**src/common/edas_pkg.sv**
```systemverilog
// package: offsets, fields, reset values and timing for the external data access stretch block
package edas_pkg;
  // ----------------------------------------------------------------
  // register map
  // ----------------------------------------------------------------
  localparam logic [7:0] EDAS_PTR_SEL_ADDR = 8'h86;
  localparam logic [7:0] EDAS_CLK_CTRL_ADDR = 8'h8E;
  localparam int EDAS_SEL_BIT_POS = 0;
  localparam int EDAS_STRETCH_LSB = 0;
  localparam int EDAS_STRETCH_W = 3;
  localparam logic [2:0] EDAS_STRETCH_RESET = 3'h1;
  localparam logic [7:0] EDAS_CLK_CTRL_RESET = 8'h01;
  // ----------------------------------------------------------------
  // timing
  // ----------------------------------------------------------------
  localparam int EDAS_CLK_PER_MC = 4;
  localparam int EDAS_FAST_STROBE_CLKS = 2;
  localparam int EDAS_BASE_MC = 2;

  typedef enum logic [3:0] {
    EDAS_ST_C1 = 4'h1,
    EDAS_ST_C2 = 4'h2,
    EDAS_ST_C3 = 4'h4,
    EDAS_ST_C4 = 4'h8
  } edas_phase_type;

  typedef enum logic [2:0] {
    EDAS_AC_IDLE = 3'h1,
    EDAS_AC_FETCH = 3'h2,
    EDAS_AC_ACCESS = 3'h4
  } edas_acc_type;

  // strobe width in clocks for a stretch setting
  function automatic logic [4:0] edas_strobe_clks(input logic [2:0] s);
    edas_strobe_clks = (s == 3'h0) ? 5'(EDAS_FAST_STROBE_CLKS) : {s, 2'b00};
  endfunction
endpackage

```
**src/common/edas_phase_if.sv**
```systemverilog
// interface: machine cycle phase signals between sequencer and access engine
`timescale 1ns/1ps
`default_nettype none
interface edas_phase_if;
  logic c1;
  logic c4;
  logic hold;
  modport seq (output c1, output c4, input hold);
  modport eng (input c1, input c4, output hold);
endinterface
`default_nettype wire

```
**src/rtl/edas_phase_seq.sv**
```systemverilog
// module: four-state machine cycle sequencer
`timescale 1ns/1ps
`default_nettype none
module edas_phase_seq
  import edas_pkg::*;
(
  input wire logic clk_i,
  input wire logic rst_n_i,
  edas_phase_if.seq ph
);
  edas_phase_type phase_reg;

  // phases run in fixed order, always four clocks per machine cycle
  always_ff @(posedge clk_i or negedge rst_n_i) begin
    if (!rst_n_i) begin
      phase_reg <= EDAS_ST_C1;
    end else begin
      unique case (phase_reg)
        EDAS_ST_C1: phase_reg <= EDAS_ST_C2;
        EDAS_ST_C2: phase_reg <= EDAS_ST_C3;
        EDAS_ST_C3: phase_reg <= EDAS_ST_C4;
        EDAS_ST_C4: phase_reg <= EDAS_ST_C1;
        default: phase_reg <= EDAS_ST_C1;
      endcase
    end
  end

  assign ph.c1 = (phase_reg == EDAS_ST_C1);
  assign ph.c4 = (phase_reg == EDAS_ST_C4);
endmodule // edas_phase_seq
`default_nettype wire

```
**src/rtl/edas_top.sv**
```systemverilog
// module: external data access cycle with address forming and programmable strobe stretch
// ----------------------------------------------------------------
// Overview of operation
// - register-indirect form: low byte from bank register, high byte from port 2 latch
// - pointer form: full 16-bit address from the selected data pointer
// - two data pointers, chosen by bit 0 of the selector register at 86h
// - other selector bits have no effect and read as zero
// - selector 0 picks primary pointer, 1 picks secondary; incrementing toggles
// - access starts with a four-clock fetch cycle, address driven next cycle
// - stretch is a three-bit field in bits 2-0 of clock control
// - access lasts stretch plus two machine cycles
// - stretch lengthens only external accesses, other instructions unaffected
// - stretch resets to 1, giving three machine cycles
// - strobe lasts 2 clocks at stretch 0, else four times stretch clocks
// - each machine cycle is four clocks, phases in fixed order
// - read and write strobes lengthen in proportion to stretch for stretch 1 and above
// ----------------------------------------------------------------
`timescale 1ns/1ps
`default_nettype none
module edas_top
  import edas_pkg::*;
(
  input wire logic clk_i,
  input wire logic reset_n_i,
  // special function register port
  input wire logic sfr_wr_i,
  input wire logic [7:0] sfr_addr_i,
  input wire logic [7:0] sfr_wdata_i,
  output logic [7:0] sfr_rdata_o,
  // core side
  input wire logic start_i,
  input wire logic use_pointer_i,
  input wire logic is_write_i,
  input wire logic [7:0] bank_index_register_i,
  input wire logic [7:0] port2_latch_i,
  input wire logic [15:0] primary_data_pointer_i,
  input wire logic [15:0] secondary_data_pointer_i,
  input wire logic [7:0] wdata_i,
  output logic busy_o,
  output logic done_o,
  output logic core_hold_o,
  output logic pointer_select_bit_o,
  // external memory side
  output logic [15:0] ext_addr_o,
  output logic [7:0] ext_wdata_o,
  output logic ext_data_oe_n_o,
  output logic ext_rd_n_o,
  output logic ext_wr_n_o
);
  // ----------------------------------------------------------------
  // reset release
  // ----------------------------------------------------------------
  logic rst_s1_reg;
  logic rst_n;
  always_ff @(posedge clk_i or negedge reset_n_i) begin
    if (!reset_n_i) begin
      rst_s1_reg <= 1'b0;
      rst_n <= 1'b0;
    end else begin
      rst_s1_reg <= 1'b1;
      rst_n <= rst_s1_reg;
    end
  end

  edas_phase_if ph ();
  edas_phase_seq u_seq (
    .clk_i(clk_i),
    .rst_n_i(rst_n),
    .ph(ph)
  );

  // ----------------------------------------------------------------
  // registers
  // ----------------------------------------------------------------
  logic pointer_select_bit_reg;
  logic [2:0] stretch_field_reg;

  always_ff @(posedge clk_i or negedge rst_n) begin
    if (!rst_n) begin
      pointer_select_bit_reg <= 1'b0;
    end else if (sfr_wr_i && sfr_addr_i == EDAS_PTR_SEL_ADDR) begin
      pointer_select_bit_reg <= sfr_wdata_i[EDAS_SEL_BIT_POS];
    end
  end

  always_ff @(posedge clk_i or negedge rst_n) begin
    if (!rst_n) begin
      stretch_field_reg <= EDAS_STRETCH_RESET;
    end else if (sfr_wr_i && sfr_addr_i == EDAS_CLK_CTRL_ADDR) begin
      stretch_field_reg <= sfr_wdata_i[EDAS_STRETCH_LSB +: EDAS_STRETCH_W];
    end
  end

  // upper selector bits are not stored, so they read zero
  always_ff @(posedge clk_i or negedge rst_n) begin
    if (!rst_n) begin
      sfr_rdata_o <= 8'h00;
    end else begin
      unique case (sfr_addr_i)
        EDAS_PTR_SEL_ADDR: sfr_rdata_o <= {7'h00, pointer_select_bit_reg};
        EDAS_CLK_CTRL_ADDR: sfr_rdata_o <= {5'h00, stretch_field_reg};
        default: sfr_rdata_o <= 8'h00;
      endcase
    end
  end

  always_ff @(posedge clk_i or negedge rst_n) begin
    if (!rst_n) begin
      pointer_select_bit_o <= 1'b0;
    end else begin
      pointer_select_bit_o <= pointer_select_bit_reg;
    end
  end

  // ----------------------------------------------------------------
  // access sequencer
  // ----------------------------------------------------------------
  edas_acc_type acc_reg;
  logic [3:0] mc_left_reg;
  logic [4:0] strobe_left_reg;
  logic [2:0] acc_stretch_reg;
  logic is_write_reg;
  logic [15:0] addr_reg;
  logic [7:0] wdata_reg;

  // request is taken only at a machine cycle boundary so it aligns with a fetch
  wire take = start_i && (acc_reg == EDAS_AC_IDLE) && ph.c4;
  wire [15:0] sel_ptr = pointer_select_bit_reg ? secondary_data_pointer_i : primary_data_pointer_i;
  wire [15:0] next_addr = use_pointer_i ? sel_ptr : {port2_latch_i, bank_index_register_i};

  always_ff @(posedge clk_i or negedge rst_n) begin
    if (!rst_n) begin
      acc_reg <= EDAS_AC_IDLE;
      mc_left_reg <= 4'h0;
      acc_stretch_reg <= 3'h0;
      is_write_reg <= 1'b0;
      addr_reg <= 16'h0000;
      wdata_reg <= 8'h00;
    end else begin
      unique case (acc_reg)
        EDAS_AC_IDLE: begin
          if (take) begin
            acc_reg <= EDAS_AC_FETCH;
            acc_stretch_reg <= stretch_field_reg;
            is_write_reg <= is_write_i;
            addr_reg <= next_addr;
            wdata_reg <= wdata_i;
            mc_left_reg <= 4'({1'b0, stretch_field_reg} + 4'(EDAS_BASE_MC - 1));
          end
        end
        EDAS_AC_FETCH: begin
          if (ph.c4) begin
            acc_reg <= EDAS_AC_ACCESS;
          end
        end
        EDAS_AC_ACCESS: begin
          if (ph.c4) begin
            mc_left_reg <= mc_left_reg - 4'h1;
            if (mc_left_reg == 4'h1) begin
              acc_reg <= EDAS_AC_IDLE;
            end
          end
        end
        default: acc_reg <= EDAS_AC_IDLE;
      endcase
    end
  end

  // strobe starts at the second clock of the first access cycle at stretch 0,
  // otherwise at its first clock; a down counter sets the width
  wire access_first = (acc_reg == EDAS_AC_ACCESS)
    && (mc_left_reg == 4'({1'b0, acc_stretch_reg} + 4'(EDAS_BASE_MC - 1)));
  wire strobe_start = (acc_reg == EDAS_AC_FETCH && ph.c4 && acc_stretch_reg != 3'h0)
    || (access_first && ph.c1 && acc_stretch_reg == 3'h0);

  always_ff @(posedge clk_i or negedge rst_n) begin
    if (!rst_n) begin
      strobe_left_reg <= 5'h00;
    end else if (strobe_start) begin
      strobe_left_reg <= edas_strobe_clks(acc_stretch_reg);
    end else if (strobe_left_reg != 5'h00) begin
      strobe_left_reg <= strobe_left_reg - 5'h01;
    end
  end

  wire strobe_next = strobe_start || (strobe_left_reg > 5'h01);

  always_ff @(posedge clk_i or negedge rst_n) begin
    if (!rst_n) begin
      ext_rd_n_o <= 1'b1;
      ext_wr_n_o <= 1'b1;
      ext_data_oe_n_o <= 1'b1;
      ext_addr_o <= 16'h0000;
      ext_wdata_o <= 8'h00;
    end else begin
      ext_rd_n_o <= !(strobe_next && !is_write_reg);
      ext_wr_n_o <= !(strobe_next && is_write_reg);
      ext_data_oe_n_o <= !(acc_reg == EDAS_AC_ACCESS && is_write_reg);
      // address held from fetch end through the access, steady under strobe
      if (acc_reg == EDAS_AC_FETCH && ph.c4) begin
        ext_addr_o <= addr_reg;
        ext_wdata_o <= wdata_reg;
      end
    end
  end

  // core is held only while an external access is stretched
  always_ff @(posedge clk_i or negedge rst_n) begin
    if (!rst_n) begin
      busy_o <= 1'b0;
      done_o <= 1'b0;
      core_hold_o <= 1'b0;
    end else begin
      busy_o <= (acc_reg != EDAS_AC_IDLE) || take;
      done_o <= (acc_reg == EDAS_AC_ACCESS) && ph.c4 && (mc_left_reg == 4'h1);
      core_hold_o <= (acc_reg == EDAS_AC_ACCESS) && (mc_left_reg > 4'h1);
    end
  end
  assign ph.hold = core_hold_o;

  // ----------------------------------------------------------------
  // check helpers
  // ----------------------------------------------------------------
  // widths up to 28 clocks are counted, a repetition that long is too costly to unroll
  logic [4:0] strobe_run_reg;
  logic [4:0] hold_run_reg;

  always_ff @(posedge clk_i or negedge rst_n) begin
    if (!rst_n) begin
      strobe_run_reg <= 5'h00;
    end else if (!ext_rd_n_o || !ext_wr_n_o) begin
      strobe_run_reg <= strobe_run_reg + 5'h01;
    end else begin
      strobe_run_reg <= 5'h00;
    end
  end

  // cleared at each take so the count belongs to one access only
  always_ff @(posedge clk_i or negedge rst_n) begin
    if (!rst_n) begin
      hold_run_reg <= 5'h00;
    end else if (take) begin
      hold_run_reg <= 5'h00;
    end else if (core_hold_o) begin
      hold_run_reg <= hold_run_reg + 5'h01;
    end
  end
endmodule // edas_top
`default_nettype wire

```
**config.mk**
```make
export PLATFORM = sky130hd
export DESIGN_NAME = edas_top
export DESIGN_NICKNAME = d
export VERILOG_FILES = /design/src/common/edas_pkg.sv /design/src/common/edas_phase_if.sv /design/src/rtl/edas_phase_seq.sv /design/src/rtl/edas_top.sv
export SDC_FILE = /design/constraint.sdc
export NUM_CORES = 1
export LEC_CHECK = 0
export BUFFER_PORTS_ARGS = -buffer_cell sky130_fd_sc_hd__buf_2
export CAP_MARGIN = 10
export CORE_MARGIN = 10
export CORE_UTILIZATION = 45
export DETAILED_ROUTE_END_ITERATION = 16
export GPL_TIMING_DRIVEN = 1
export PLACE_DENSITY = 0.8
export SLEW_MARGIN = 10
export SYNTH_ARGS = -nofsm -noshare
export SYNTH_HDL_FRONTEND = slang
export SYNTH_SLANG_ARGS = --single-unit
export TNS_END_PERCENT = 50
```
**constraint.sdc**
```tcl
create_clock -name clk_i -period 3.33 [get_ports clk_i]
set_input_delay 0.1665 -clock clk_i [delete_from_list [all_inputs] [get_ports clk_i]]
set_output_delay 0.1665 -clock clk_i [all_outputs]
set_load 0.05 [all_outputs]
```
======== Word level (Yosys, flattened, before mapping) ========
Cells that the tools add are included.
word-level totals
  word-level logic and storage cells ...... 89
  flip-flop bits (word level) ............. 89
  output and inout bits ................... 39
  input port bits ......................... 78
operators by class
  muxes and demuxes ....................... 15
  $add $sub $neg .......................... 4
  reduce and logical (&&, ||, !) cells .... 30
  equal/unequal tests ..................... 16
  $lt $le $gt $ge ......................... 2
operators by type and width
  kind                   count
  $mux W16               2
  $eq A8 B8 Y1 const B   2
  $logic_and A1 B1 Y1    15
  $mux W5                3
  $mux W3                4
  $pmux W4 S3            1
  $pmux W3 S3            1
  $add A3 B1 Y4 const B  2
  $eq A4 B1 Y1 const B   2
  $mux W4                2
  $ne A2 B2 Y1 const B   4
  $pmux W4 S2            1
  $pmux W3 S2            1
  $gt A5 B1 Y1 const B   1
  $reduce_bool A5 Y1     1
  $sub A5 B1 Y5 const B  1
  $eq A4 B2 Y1 const B   1
  $eq A4 B3 Y1 const B   1
  $eq A4 B4 Y1           1
  $eq A4 B4 Y1 const B   1
  $gt A4 B1 Y1 const B   1
  $logic_not A1 Y1       4
  $reduce_and A4 Y1      1
  $reduce_bool A2 Y1     2
  other kinds (10)       12

======== Depth between registers and ports, before layout ========
Gate-level depths: netlist (run 1).
  depth after elaboration ................. 9
  mapped depth ............................ 6
  gate-level depth less buffers ........... 6

======== Hierarchy ========
From an unflattened synthesis (run 1), not the netlist that was laid out.
unflattened totals
  cell total of the unflattened synthesis .. 338
  area total of the unflattened synthesis .. 3905.0 sq um
by module, submodules not included
  module          cells each  times used  area each (sq um)  sequential area each (sq um)
  edas_top        325         1           3731.1             2008.2
  edas_phase_seq  13          1           173.9              101.3

======== Least setup slack after synthesis (run 1) ========
Ideal clock, no wire load.
  kind .................................... register to register
  start ................................... register u_seq.phase_reg[1]
  end ..................................... register ext_addr_o[10]
  required time ........................... 3205 ps
  path slack .............................. 1380 ps
  buffers on the path ..................... 1
  stages on the path, launching flop included .. 5
  period minus slack after synthesis ...... 1950 ps
  arrival time ............................ 1825 ps
  setup time .............................. 125 ps
  path through ............................ dfrtp_1 -> or4b_4 -> nor3_4 -> buf_6 -> mux2_2
between the ends
  word-level cells in the longest chain between the ends .. 2
ends and longest elaborated chain
  what                    line                  RTL
  from (decl)             edas_phase_seq.sv:11  edas_phase_type phase_reg;
  from (signal assigned)  edas_phase_seq.sv:16  phase_reg <= EDAS_ST_C1;
  from (signal assigned)  edas_phase_seq.sv:19  EDAS_ST_C1: phase_reg <= EDAS_ST_C2;
  from (signal assigned)  edas_phase_seq.sv:20  EDAS_ST_C2: phase_reg <= EDAS_ST_C3;
  $eq A4 B4 Y1            edas_phase_seq.sv:29  assign ph.c4 = (phase_reg == EDAS_ST_C4);
  $logic_and A1 B1 Y1     edas_top.sv:200       if (acc_reg == EDAS_AC_FETCH && ph.c4) begin
  to (signal assigned)    edas_top.sv:201       ext_addr_o <= addr_reg;
  to (decl)               edas_top.sv:44        output logic [15:0] ext_addr_o,
Every way passes these cells.
A chain may end at the register's enable or synchronous reset.

======== Final worst setup path (run 1) ========
  start ................................... register u_seq.phase_reg[1]
  end ..................................... register acc_stretch_reg[1]
between the ends
  word-level cells in the longest chain between the ends .. 3
ends and longest elaborated chain
  what                                line                  RTL
  $eq A4 B4 Y1                        edas_phase_seq.sv:29
  $logic_and A1 B1 Y1                 edas_top.sv:127       wire take = start_i && (acc_reg == EDAS_AC_IDLE) && ph.c4;
  $reduce_and A2 Y1 (no source line)  --
  to (signal assigned)                edas_top.sv:144       acc_stretch_reg <= stretch_field_reg;
  to (decl)                           edas_top.sv:121       logic [2:0] acc_stretch_reg;
Every way passes these cells.

==> summary by stage, run 1 <==
Global route
The first global-routing pass estimated 14.33 mm of wire. The total routing usage reported by global routing is 13.34%. The pin count of the biggest net entering global routing is 83.

After global routing the overflow that remains totals 0. The initial antenna violation count is 0. The number of global-route vias before repair is 3068.

Worst setup path
The worst reg2reg path depth is 4. The startpoint kind of the worst setup timing path is a flip-flop. The worst setup path is of the reg -> reg kind. Data arrives at the worst endpoint at 2.38 ns.

For the worst setup path, the data required time is 3.56 ns. The endpoint class of the critical path is a flip-flop. Along the worst path, the maximum fanout reaches 31.

Timing
The final number of setup-violating endpoints is 0. The final count of pins violating max slew is 0. The clock tree skew after final layout is 0.01106 ns.

Derived from the worst setup path, the maximum achievable clock frequency is 0.4637 GHz. The measured slew at the worst slew-check pin is 1.041 ns. Headroom to the max-slew limit came out at 30.61%.

The final count of hold timing violations is 0. The setup total negative slack is 0 ns. On the final layout, the worst hold slack is 0.04791 ns. In the finished design, the share of the clock period the worst path needs comes to 64.77%. The final period demand of the worst path is 2.157 ns. Setup repair after global routing left no endpoint under its margin.

Finish
Summing all flip-flop and latch instances after layout gives 2113 µm². The total inserted antenna cells is 0. The post-route netlist has 40.13% of its cells at a drive strength greater than 1.

The multi-input combinational cell area is 1643 µm². Cells fill 56.84% of the core in the end. The number of filler cells placed in the layout is 732. Relative to the synthesized area, the layout overhead comes to 21.38%. The post-layout net count is 532.

After routing the design area is 4717 µm².

Synthesis
The number of unique standard cell types used by synthesis is 47. Counting flops with a built-in enable in the synthesized netlist gives 0. The top cell type by area accounts for 50.23% of the synthesized area. The post-synthesis cell area is 3886 µm².

The synthesized instance count is 337. By area the synthesized netlist is led by dfrtp_1, mux2_2, o21ai_0. The per-instance average area after synthesis is 11.53 µm². dfrtp_1 takes more of the synthesized area than any other cell. The predominant post-synthesis flop cell is dfrtp_1.

The register area share after synthesis is 54.28%. The total number of yosys warnings is 0. The number of synthesized register bits is 84. After synthesis, the share of flip-flops with an asynchronous set or reset is 100.0%.

Clocking
Clock latency on the worst-skew pair, taken at its later pin, is 0.34 ns. In this run the number of H-tree levels came out at 3. The clock drives 84 sinks. After clock tree synthesis, the setup repair step added 0 buffers. The clock buffer count from CTS is 9. The root buffer cell chosen for the clock tree is clkbuf_8. In this run the deepest clock path goes through 2 buffers. The TritonCTS clock tree is built.

Buffers inserted to repair hold after CTS numbered 1. Gates resized during post-CTS repair numbered 0. The clock-pin slew of the registers on the worst-case setup and hold paths is 0.09 ns.

Die
The initial utilization of the core area, before any placement, comes to 46.83%. The y dimension of the die is 112.9 µm. The horizontal die dimension is 112.9 µm. The row count is 33. For this design the top-level I/O count stands at 117. The die area is 12750 µm².

The standard cell core area is 8299 µm².

Drt
For this block, the initial DRC count from the detailed router was 104. The count of nets left with antenna violations once routing finished came out at 0. The sum of routed wire length over all layers is 8.601 mm. The length of the first detailed-routing pass in iterations is 4.

In the routed design, unresolved DRC markers number 0. The via count of the routed design is 2794. After detailed routing, the average wire length per cell comes to 15.47 µm. In the routed layout, each cell is associated on average with a via count of 5.025.

Min path
The worst min-delay path category is in -> reg. Counting instances, the worst hold path has a depth of 2.

Power and ir drop
Combinational logic burns 16.0% of the power. Of the total power, registers draw 51.7%. The switching power total is 645.5 µW. The switching part of the total is 27.83%. The power per unit of standard cell area is 491.7 nW/µm².

The design internal power is 1674 µW. The leakage power summed over all cells is 0.002364 µW. The share of total power in the clock network is 32.3%. The worst-case IR drop observed on VDD is 210.0 µV. The post-layout total power is 2319 µW.

Run
Max-cap violations in this run came to 0.

Placed design
Input and output buffers added on the ports amount to 106. The placed wire-length estimate is 6.664 mm. Once placement finished, the instance area stood at 4497 µm².

The final weighted congestion in routability-driven placement is 0.7746.

Run status
The flow ran to the end, and the final reports show no timing, DRC or antenna violations.
-- power groups by stage --
stage	Combinational [µW]	Clock [µW]	Sequential, µW
after floorplan	254	0	1220
after global placement	356	0	1210
after detailed placement	375	0	1220
after CTS	376	769	1200
after global routing	418	811	1210
final	371	750	1200
-- critical path, cell delays in order (launching register included) --
cell and delay, ns:
dfrtp_1 0.46, nor4b_4 0.46, nand3_2 0.42, buf_4 0.38, mux2_2 0.30
-- per-layer routing --
metal  global-route usage (%)  share of wire [%]  vias to the layer above
met5                        0                  0                        -
met4                    3.638               0.79                        0
met3                    5.283                6.7                        6
met2                    23.16                 52                       73
met1                    14.80                 41                     1336
li1                         -                  -                     1379
-- cells in the final DEF, fill, tap and decap left out, types with 2 or more instances in the layout --
cell type and instances:
o22a_1 2, ha_1 8, nor3_1 7, nor3b_1 2
mux2_2 40, buf_4 4, clkinvlp_4 2, nand3b_1 3
nand2_1 45, and2_1 3, nand2b_1 3, xor2_1 2
o22ai_1 2, mux2i_1 17, nor4b_1 3, o21ai_0 41
a21o_1 2, conb_1 6, xnor2_1 4, a211o_1 2
nor2_1 7, clkbuf_8 11, inv_1 13, dfrtp_1 77
or3_1 2, buf_2 106, dfstp_2 6, a21oi_1 5
a31oi_1 3
-- final cells by class --
type,instances,share of cell area (%)
well taps,105,2.785
flip-flops and latches,84,44.80
multi-input cells,227,34.83
clock inverters,5,1.247
clock buffers,11,3.210
repair buffers,111,12.10
inverters,13,1.034
-- logic make-up (layout without fill, tap and decap cells) --
kind of cell | Yosys count | after routing | synth area share [%]
fa+ha+maj | 8 | 8 | 2.576
compound gates | 63 | 63 | 9.498
other cells | 2 | 6 | 0.1932
simple gates | 87 | 87 | 12.30
flops | 84 | 84 | 54.28
xor+xnor | 6 | 6 | 1.352
mux | 57 | 57 | 15.97
buf+inv | 30 | 140 | 3.831
-- synth_stat cells (2+ instances only) --
library cell   n
dfrtp_1       78
nand2_1       45
o21ai_0       41
mux2_2        40
mux2i_1       17
inv_1         13
clkbuf_1       8
ha_1           8
nor2_1         7
nor3_1         7
dfstp_2        6
a21oi_1        5
buf_4          5
xnor2_1        4
a31oi_1        3
and2_1         3
nand2b_1       3
nand3b_1       3
nor4b_1        3
a211o_1        2
a21o_1         2
buf_2          2
buf_6          2
conb_1         2
nor3b_1        2
o22a_1         2
o22ai_1        2
or3_1          2
xor2_1         2
-- path summary, 6_finish.rpt --
check / start / endpoint / slack, ns
max: u_seq.phase_reg[1] / acc_stretch_reg[1] / 1.17
min: sfr_wdata_i[1] / stretch_field_reg[1] / 0.05
max reg2reg: u_seq.phase_reg[1] / acc_stretch_reg[1] / 1.17
min reg2reg: rst_s1_reg / rst_n / 0.36
max in group asynchronous: rst_n / wdata_reg[0] / 2.13
min in group asynchronous: reset_n_i / rst_n / 0.12
-- stage by stage --
stage                     setup WS, ns  cells
after floorplan                 0.8277    341
after global placement           1.216    539
after detailed placement         1.147    539
after CTS                        1.125    556
after global routing             1.012    556
final                            1.173    556
(Power assumes the default switching activity.)
==> run 2: changes to the inputs <==
--- a/config.mk
+++ b/config.mk
@@ -11,7 +11,7 @@
 export CORE_UTILIZATION = 45
 export DETAILED_ROUTE_END_ITERATION = 16
 export GPL_TIMING_DRIVEN = 1
-export PLACE_DENSITY = 0.8
+export PLACE_DENSITY = 0.83
 export SLEW_MARGIN = 10
 export SYNTH_ARGS = -nofsm -noshare
 export SYNTH_HDL_FRONTEND = slang
==> constraint.sdc (replaced) <==
create_clock -name clk_i -period 1.8 [get_ports clk_i]
set_input_delay 0.09 -clock clk_i [delete_from_list [all_inputs] [get_ports clk_i]]
set_output_delay 0.09 -clock clk_i [all_outputs]
set_load 0.05 [all_outputs]
==> summary by stage, run 2 (same netlist as run 1, synthesis figures left out) <==
Run status
The flow ran to the end, but the final reports show violations. The checks that failed: setup timing.

Timing
Across the routed clock network, the largest skew measured is 0.01102 ns. The final count of pins violating max slew was 0. The setup total negative slack is -0.3082 ns. Based on the critical path, the design can be clocked at up to 0.5416 GHz.

The final critical-path setup slack is -0.04647 ns. The final clock period utilization by the worst path is 102.6%. Setup violations remaining at the end of the flow were counted as 25. The final hold slack is 0.02679 ns. Counting I/O delays and the setup requirement, the final critical path takes 1.846 ns.

The final count of hold timing violations is 0. Setup repair after global routing could not meet its margin everywhere.

Worst setup path
Of all nets on the critical path, the largest fanout is 3. Counting buffers and inverters, the worst setup path is 5 cells deep. The setup path with the least slack is of type reg -> reg. The largest incremental delay on the critical path is 0.42 ns. The endpoint class of the critical path is a flip-flop. The source of the worst register-to-register timing path is u_seq.phase_reg[3]. The terminus of the critical flop-to-flop path is strobe_left_reg[4]. The worst reg2reg path depth is 5. For flop-to-flop paths, the worst setup slack is -0.05 ns.

Following the worst setup path forward leads to its endpoint at strobe_left_reg[4]. The critical path goes through buf_6, nor4b_4, nand2_2, o41ai_4, mux2_4. For this design, the slowest cell found on the critical path is dfrtp_1. The buffering stage count on the worst path with inverters included is 1. Tracing the worst setup path back leads to its startpoint at u_seq.phase_reg[3]. The cell family contributing the most delay on the critical path is simple AND/OR/NAND/NOR gates.

For the worst setup path, the data required time is 2.03 ns. The startpoint kind of the worst setup timing path is a flip-flop. STA puts the critical path data arrival time at 2.08 ns.

Drt
The first TritonRoute pass finished after 4 iterations. In the final routed layout, each cell accounts on average for 15.78 µm. For this block, the initial DRC count from the detailed router was 59. The remaining antenna violation count is 0. Using the TritonRoute via totals, the vias-per-cell ratio works out to 5.053. The detailed router placed 2971 vias in this run. After detailed routing, the total wire length is 9.277 mm. The remaining design rule violation count is 0.

Die
The initial utilization of the core area, before any placement, comes to 46.83%. The floorplan step set the die width to 112.9 µm. After floorplanning, the core was sized to cover 8299 µm². The floorplan has 33 rows. The die area is 12750 µm². Pin placement for this block handled 117 I/O pins. From bottom edge to top edge, the die measures 112.9 µm.

Global route
The number of global-route vias before repair is 3235. Entering global routing, the biggest net connects 49 pins. The global-route wire length before repair is 15.51 mm. Across every metal layer, demand over resource in global routing totals 14.78%. The remaining global-route overflow is 0. The initial antenna violation count came to 0.

Power and ir drop
The power per unit of standard cell area is 855.5 nW/µm². The leakage power summed over all cells is 0.002554 µW. Power comes to 4351 µW. Net switching is 28.43% of the power. The part of the total power dissipated in combinational logic is 18.4%.

The worst-case IR drop observed on VDD is 435.0 µV. The fraction of power consumed by sequential logic is 50.4%. Of the total power, the clock network draws 31.2%.

The switching power total is 1237 µW. The design internal power is 3114 µW.

Clocking
TritonCTS created 9 clock buffers. The clock drives 84 sinks. The clock-pin slew of the registers on the worst-case setup and hold paths is 0.08 ns. TritonCTS built the clock tree. The clock root buffer is clkbuf_8.

The longest clock path from root to sink contains 2 buffers. The maximum level of the CTS H-tree is 3. The clock latency on the worst-skew pair is 0.35 ns.

Placed design
Routability-driven placement finished with a final weighted congestion of 0.7899. The HPWL after detailed placement is 6.816 mm. The placed cell area is 4634 µm².

The count of port buffers added during placement is 106.

Finish
In the layout the commonest cells are buf_2, dfrtp_1, nand2_1. Cells with a size suffix above 1 make up 42.86% of the layout. The commonest non-fill, non-tap cell in the layout is buf_2. The utilization after layout is 61.28%. After the last flow step, the layout net total stands at 564.

The repair_antennas step left the layout with diodes totalling 0. Summing all non-filler instances in the final layout gives an area of 5086 µm². Relative to the synthesized area, the layout overhead comes to 30.88%.

Min path
The tightest min-delay check is of the in -> reg type. Counting instances, the worst hold path has a depth of 3.

Run
The max-cap check violation count is 0.
==> run 2: cell count changes in the layout (fill, tap and decap cells not counted), moves of 2 or more <==
cell | previous run | this run
a21oi_1 | 5 | 3
a21oi_2 | 0 | 2
buf_12 | 0 | 3
buf_4 | 4 | 19
clkinv_4 | 0 | 3
clkinvlp_4 | 2 | 0
dlygate4sd3_1 | 1 | 14
o21ai_0 | 41 | 38
o21ai_1 | 0 | 3
==> run 2: final cells by class <==
class	count	area, µm²
Fill cell	688	3213
Tap cell	105	131.4
Clock inverter	5	61.31
Timing Repair Buffer	143	884.6
Sequential cell	84	2113
Clock buffer	11	141.4
Inverter	13	48.80
Multi-Input combinational cell	227	1705
==> run 2: how the worst min path moves through the flow <==
stage / start / end / slack [ns]
after global placement: reset_n_i / rst_s1_reg / -0.12
final: bank_index_register_i[3] / addr_reg[3] / 0.03
after CTS: reset_n_i / rst_n / 0.02
after floorplan: reset_n_i / rst_n / -0.21
after global routing: reset_n_i / rst_n / 0.04
after detailed placement: reset_n_i / rst_s1_reg / -0.12
==> run 2: worst reg2reg max path, delay by kind of cell, from the launching register on <==
kind / cells / cell delay, ns
muxes: 1 / 0.34
AOI/OAI and AO/OA: 1 / 0.37
buffers and inverters: 1 / 0.14
and+or+nand+nor: 2 / 0.45
DFF: 1 / 0.42
==> run 2: through the flow <==
| step | worst slack, ns | instances |
|---|---|---|
| finish | -0.04647 | 588 |
| global route | -0.1346 | 588 |
| CTS | -0.03555 | 587 |
| detailed placement | -0.04575 | 554 |
| global placement | -0.004566 | 554 |
| floorplan | -0.1497 | 341 |
==> run 2: metal layers <==
metal  share of wire, %  wire length (µm)  global-route usage, %
met5                  0                 0                      0
met4                1.2               110                  4.907
met3                6.4               598                  4.702
met2                 51              4713                  25.96
met1                 42              3855                  16.53
==> run 2: power groups by stage <==
stage / Sequential, µW / Clock (µW) / Combinational [µW]
after floorplan: 2270 / 0 / 470
after global placement: 2210 / 0 / 714
after detailed placement: 2230 / 0 / 752
after CTS: 2190 / 1390 / 788
after global routing: 2220 / 1470 / 905
final: 2190 / 1360 / 802
==> run 2: timing repair <==
item | CTS | global route
pin swaps | 2 | 5
endpoints found under the hold margin | 16 | 0
hold buffers | 14 | 0
endpoints found under the setup margin | 27 | 39
gates resized for setup | 2 | 17
gates cloned | 1 | 0
buffers inserted | 2 | 2
==> run 3: changes to the inputs <==
--- a/config.mk
+++ b/config.mk
@@ -9,6 +9,7 @@
 export CAP_MARGIN = 10
 export CORE_MARGIN = 10
 export CORE_UTILIZATION = 45
+export CTS_BUF_LIST = sky130_fd_sc_hd__clkbuf_4 sky130_fd_sc_hd__clkbuf_8
 export DETAILED_ROUTE_END_ITERATION = 16
 export GPL_TIMING_DRIVEN = 1
 export PLACE_DENSITY = 0.83
==> summary by stage, run 3 (same netlist as run 1, synthesis figures left out) <==
Finish
In the layout the commonest cells are buf_2, dfrtp_1, nand2_1. 0 antenna diodes ended up in the layout. The commonest non-fill, non-tap cell in the layout is buf_2. For this run, the post-layout net count is 566.

From synthesis to final layout, the design area changed by 34.67%. In the final layout, the share of cells above drive strength 1 is 43.30%. The number of filler cells placed in the layout is 664. The multi-input combinational cell area is 1795 µm². With fillers left out, the area of the finished cells amounts to 5234 µm². At the end of the flow the core is filled with cells to 63.06%. The flip-flop and latch area is 2113 µm².

Global route
The global-route track usage on met2 is 26.19%. Entering global routing, the biggest net connects 49 pins. The most heavily used metal layer in global routing is met2. The routing usage on met1 is 16.56%.

The remaining global-route overflow is 0. For this run, the total global-route usage over all layers was measured as 14.86%. The number of global-route vias before repair came to 3245. The global-route track usage on met3 is 4.702%. The initial antenna violation count is 0. The global-route wire length before repair is 15.53 mm.

Power and ir drop
The power per unit of standard cell area is 834.5 nW/µm². The design internal power is 3131 µW. Of the total power, registers draw 50.3%. The clock network burns 31.3% of the power. The switching power total is 1237 µW. In this run the static leakage power is 0.002600 µW. IR analysis of the VDD net gives a maximum drop of 430.4 µV.

Power comes to 4368 µW. The part of the total power dissipated in combinational logic is 18.4%. The switching part of the total is 28.32%.

Clocking
The number of buffers on the longest clock path is 2. For this design, the sink count on the clock tree is 84. After clock tree synthesis, the clock-pin slew on the worst setup and hold paths is 0.08 ns. The TritonCTS clock tree is built. Clock tree synthesis inserted a total of 9 buffers.

The clock tree synthesis step divided the H-tree into 3 levels. Clock tree synthesis selected as its root buffer the cell clkbuf_8. The clock latency on the worst-skew pair is 0.35 ns.

Timing
The final critical-path setup slack is -0.04181 ns. The final count of hold timing violations is 0. Between clock sinks in the finished design, the worst skew comes to 0.01054 ns. The final clock period utilization by the worst path is 102.3%. Setup violations remaining at the end of the flow were counted as 24. The final count of pins violating max slew was 0. Setup repair after global routing could not meet its margin everywhere.

Counting I/O delays and the setup requirement, the final critical path takes 1.842 ns. For this run, the top clock speed supported by timing is 0.5429 GHz. Across all hold checks on the routed design, the worst slack comes to 0.03037 ns.

Run status
The run finished, with violations left. The final reports fail on setup timing.

Min path
The startpoint identified for the worst hold timing path is bank_index_register_i[5]. The worst min-delay path category is in -> reg. For hold timing, the worst endpoint is addr_reg[5]. The number of stages on the worst hold path is 3.

Drt
The remaining design rule violation count is 0. Dividing the detail-routed via count by the number of cells gives 5.054. Summing over every cut layer, the via total after detailed routing is 2982. The count of nets left with antenna violations once routing finished came out at 0. The first detailed-routing pass took 6 iterations.

The number of design-rule violations left by the first detailed-router iteration is 82. Summed over all layers, the routed wires come to 9.620 mm. The final routed wire length divided by cell count is 16.31 µm.

Worst setup path
In this run the critical register-to-register path is captured at strobe_left_reg[4]. The endpoint required time on the critical path is 2.03 ns. The worst setup path is captured at a flip-flop. The worst reg2reg path depth is 5.

STA puts the critical path data arrival time at 2.07 ns. Walking the worst path, the cells encountered are buf_4, nor4b_4, nand2_2, o41ai_4, mux2_4. STA classifies the critical path startpoint as a flip-flop. On the worst path, the slowest cell contributes a delay of 0.41 ns. The highest-delay cell along the critical path is dfrtp_1. The worst register-to-register path begins at u_seq.phase_reg[3]. By startpoint and endpoint, the worst setup path is classified as reg -> reg. The largest fanout on the critical path is 3.

The setup slack of the worst register-to-register path is -0.04 ns.

Placed design
Once detailed placement completed, the half-perimeter wirelength came to 6.816 mm. Input and output buffers added on the ports amount to 106. The placed cell area is 4634 µm². Routability-driven placement finished with a final weighted congestion of 0.7899. The setup slack at placement is -0.04575 ns.

Die
The die is 112.9 µm tall. The row count is 33. 117 I/O pins were placed. The region available for standard cell placement spans 8299 µm². For this configuration, the core starts out at a cell density of 46.83%. The die area is 12750 µm². The floorplan step set the die width to 112.9 µm.

Run
Across the run, the number of max-cap violations was 0.
[run 3: worst max-delay path: cells and delay by family, from the launching register on]
kind | cells | cell delay (ns)
AO/OA/AOI/OAI | 1 | 0.37
buffers and inverters | 1 | 0.16
flip-flops | 1 | 0.41
multiplexers | 1 | 0.34
AND/OR/NAND/NOR | 2 | 0.44
[run 3: worst max-delay path by stage]
stage	start	slack, ns	cells after the start	end
finish	u_seq.phase_reg[3]	-0.04	5	strobe_left_reg[4]
detailed placement	u_seq.phase_reg[0]	-0.05	5	mc_left_reg[1]
global placement	u_seq.phase_reg[0]	-0.005	4	ext_addr_o[4]
CTS	u_seq.phase_reg[0]	-0.04	5	ext_wdata_o[4]
floorplan	u_seq.phase_reg[1]	-0.15	4	ext_addr_o[10]
global route	u_seq.phase_reg[1]	-0.14	5	strobe_left_reg[4]
[run 3: what timing repair did]
item,in CTS,in global routing
hold endpoints to repair,16,0
setup endpoints to repair,27,38
buffers inserted,2,2
gates resized for setup,2,41
pin swaps,2,4
hold buffers,14,0
cloned,1,2
[run 3: layout make-up]
| class | instances | area share (%) |
|---|---|---|
| sequential | 84 | 40.38 |
| multi-input combinational | 227 | 34.31 |
| timing repair buffer | 145 | 17.93 |
| clock buffer | 11 | 2.773 |
| tap | 105 | 2.510 |
| clock inverter | 5 | 1.171 |
| inverter | 13 | 0.9323 |
[run 3: metal layers]
layer	up-vias	wire, µm
met5	-	0
met4	0	147
met3	11	673
met2	93	4902
met1	1426	3896
li1	1452	-
[run 3: stage by stage]
| stage | instances | setup TNS (ns) |
|---|---|---|
| after floorplan | 341 | -2.972 |
| after global placement | 554 | -0.07595 |
| after detailed placement | 554 | -0.9267 |
| after CTS | 587 | -0.4481 |
| after global routing | 590 | -2.013 |
| final | 590 | -0.3100 |
[run 3: power groups by stage]
| stage | logic (µW) | registers (µW) | clock network, µW |
|---|---|---|---|
| after global placement | 714 | 2210 | 0 |
| after CTS | 788 | 2190 | 1400 |
| after floorplan | 470 | 2270 | 0 |
| after detailed placement | 752 | 2230 | 0 |
| after global routing | 906 | 2220 | 1490 |
| final | 803 | 2200 | 1370 |
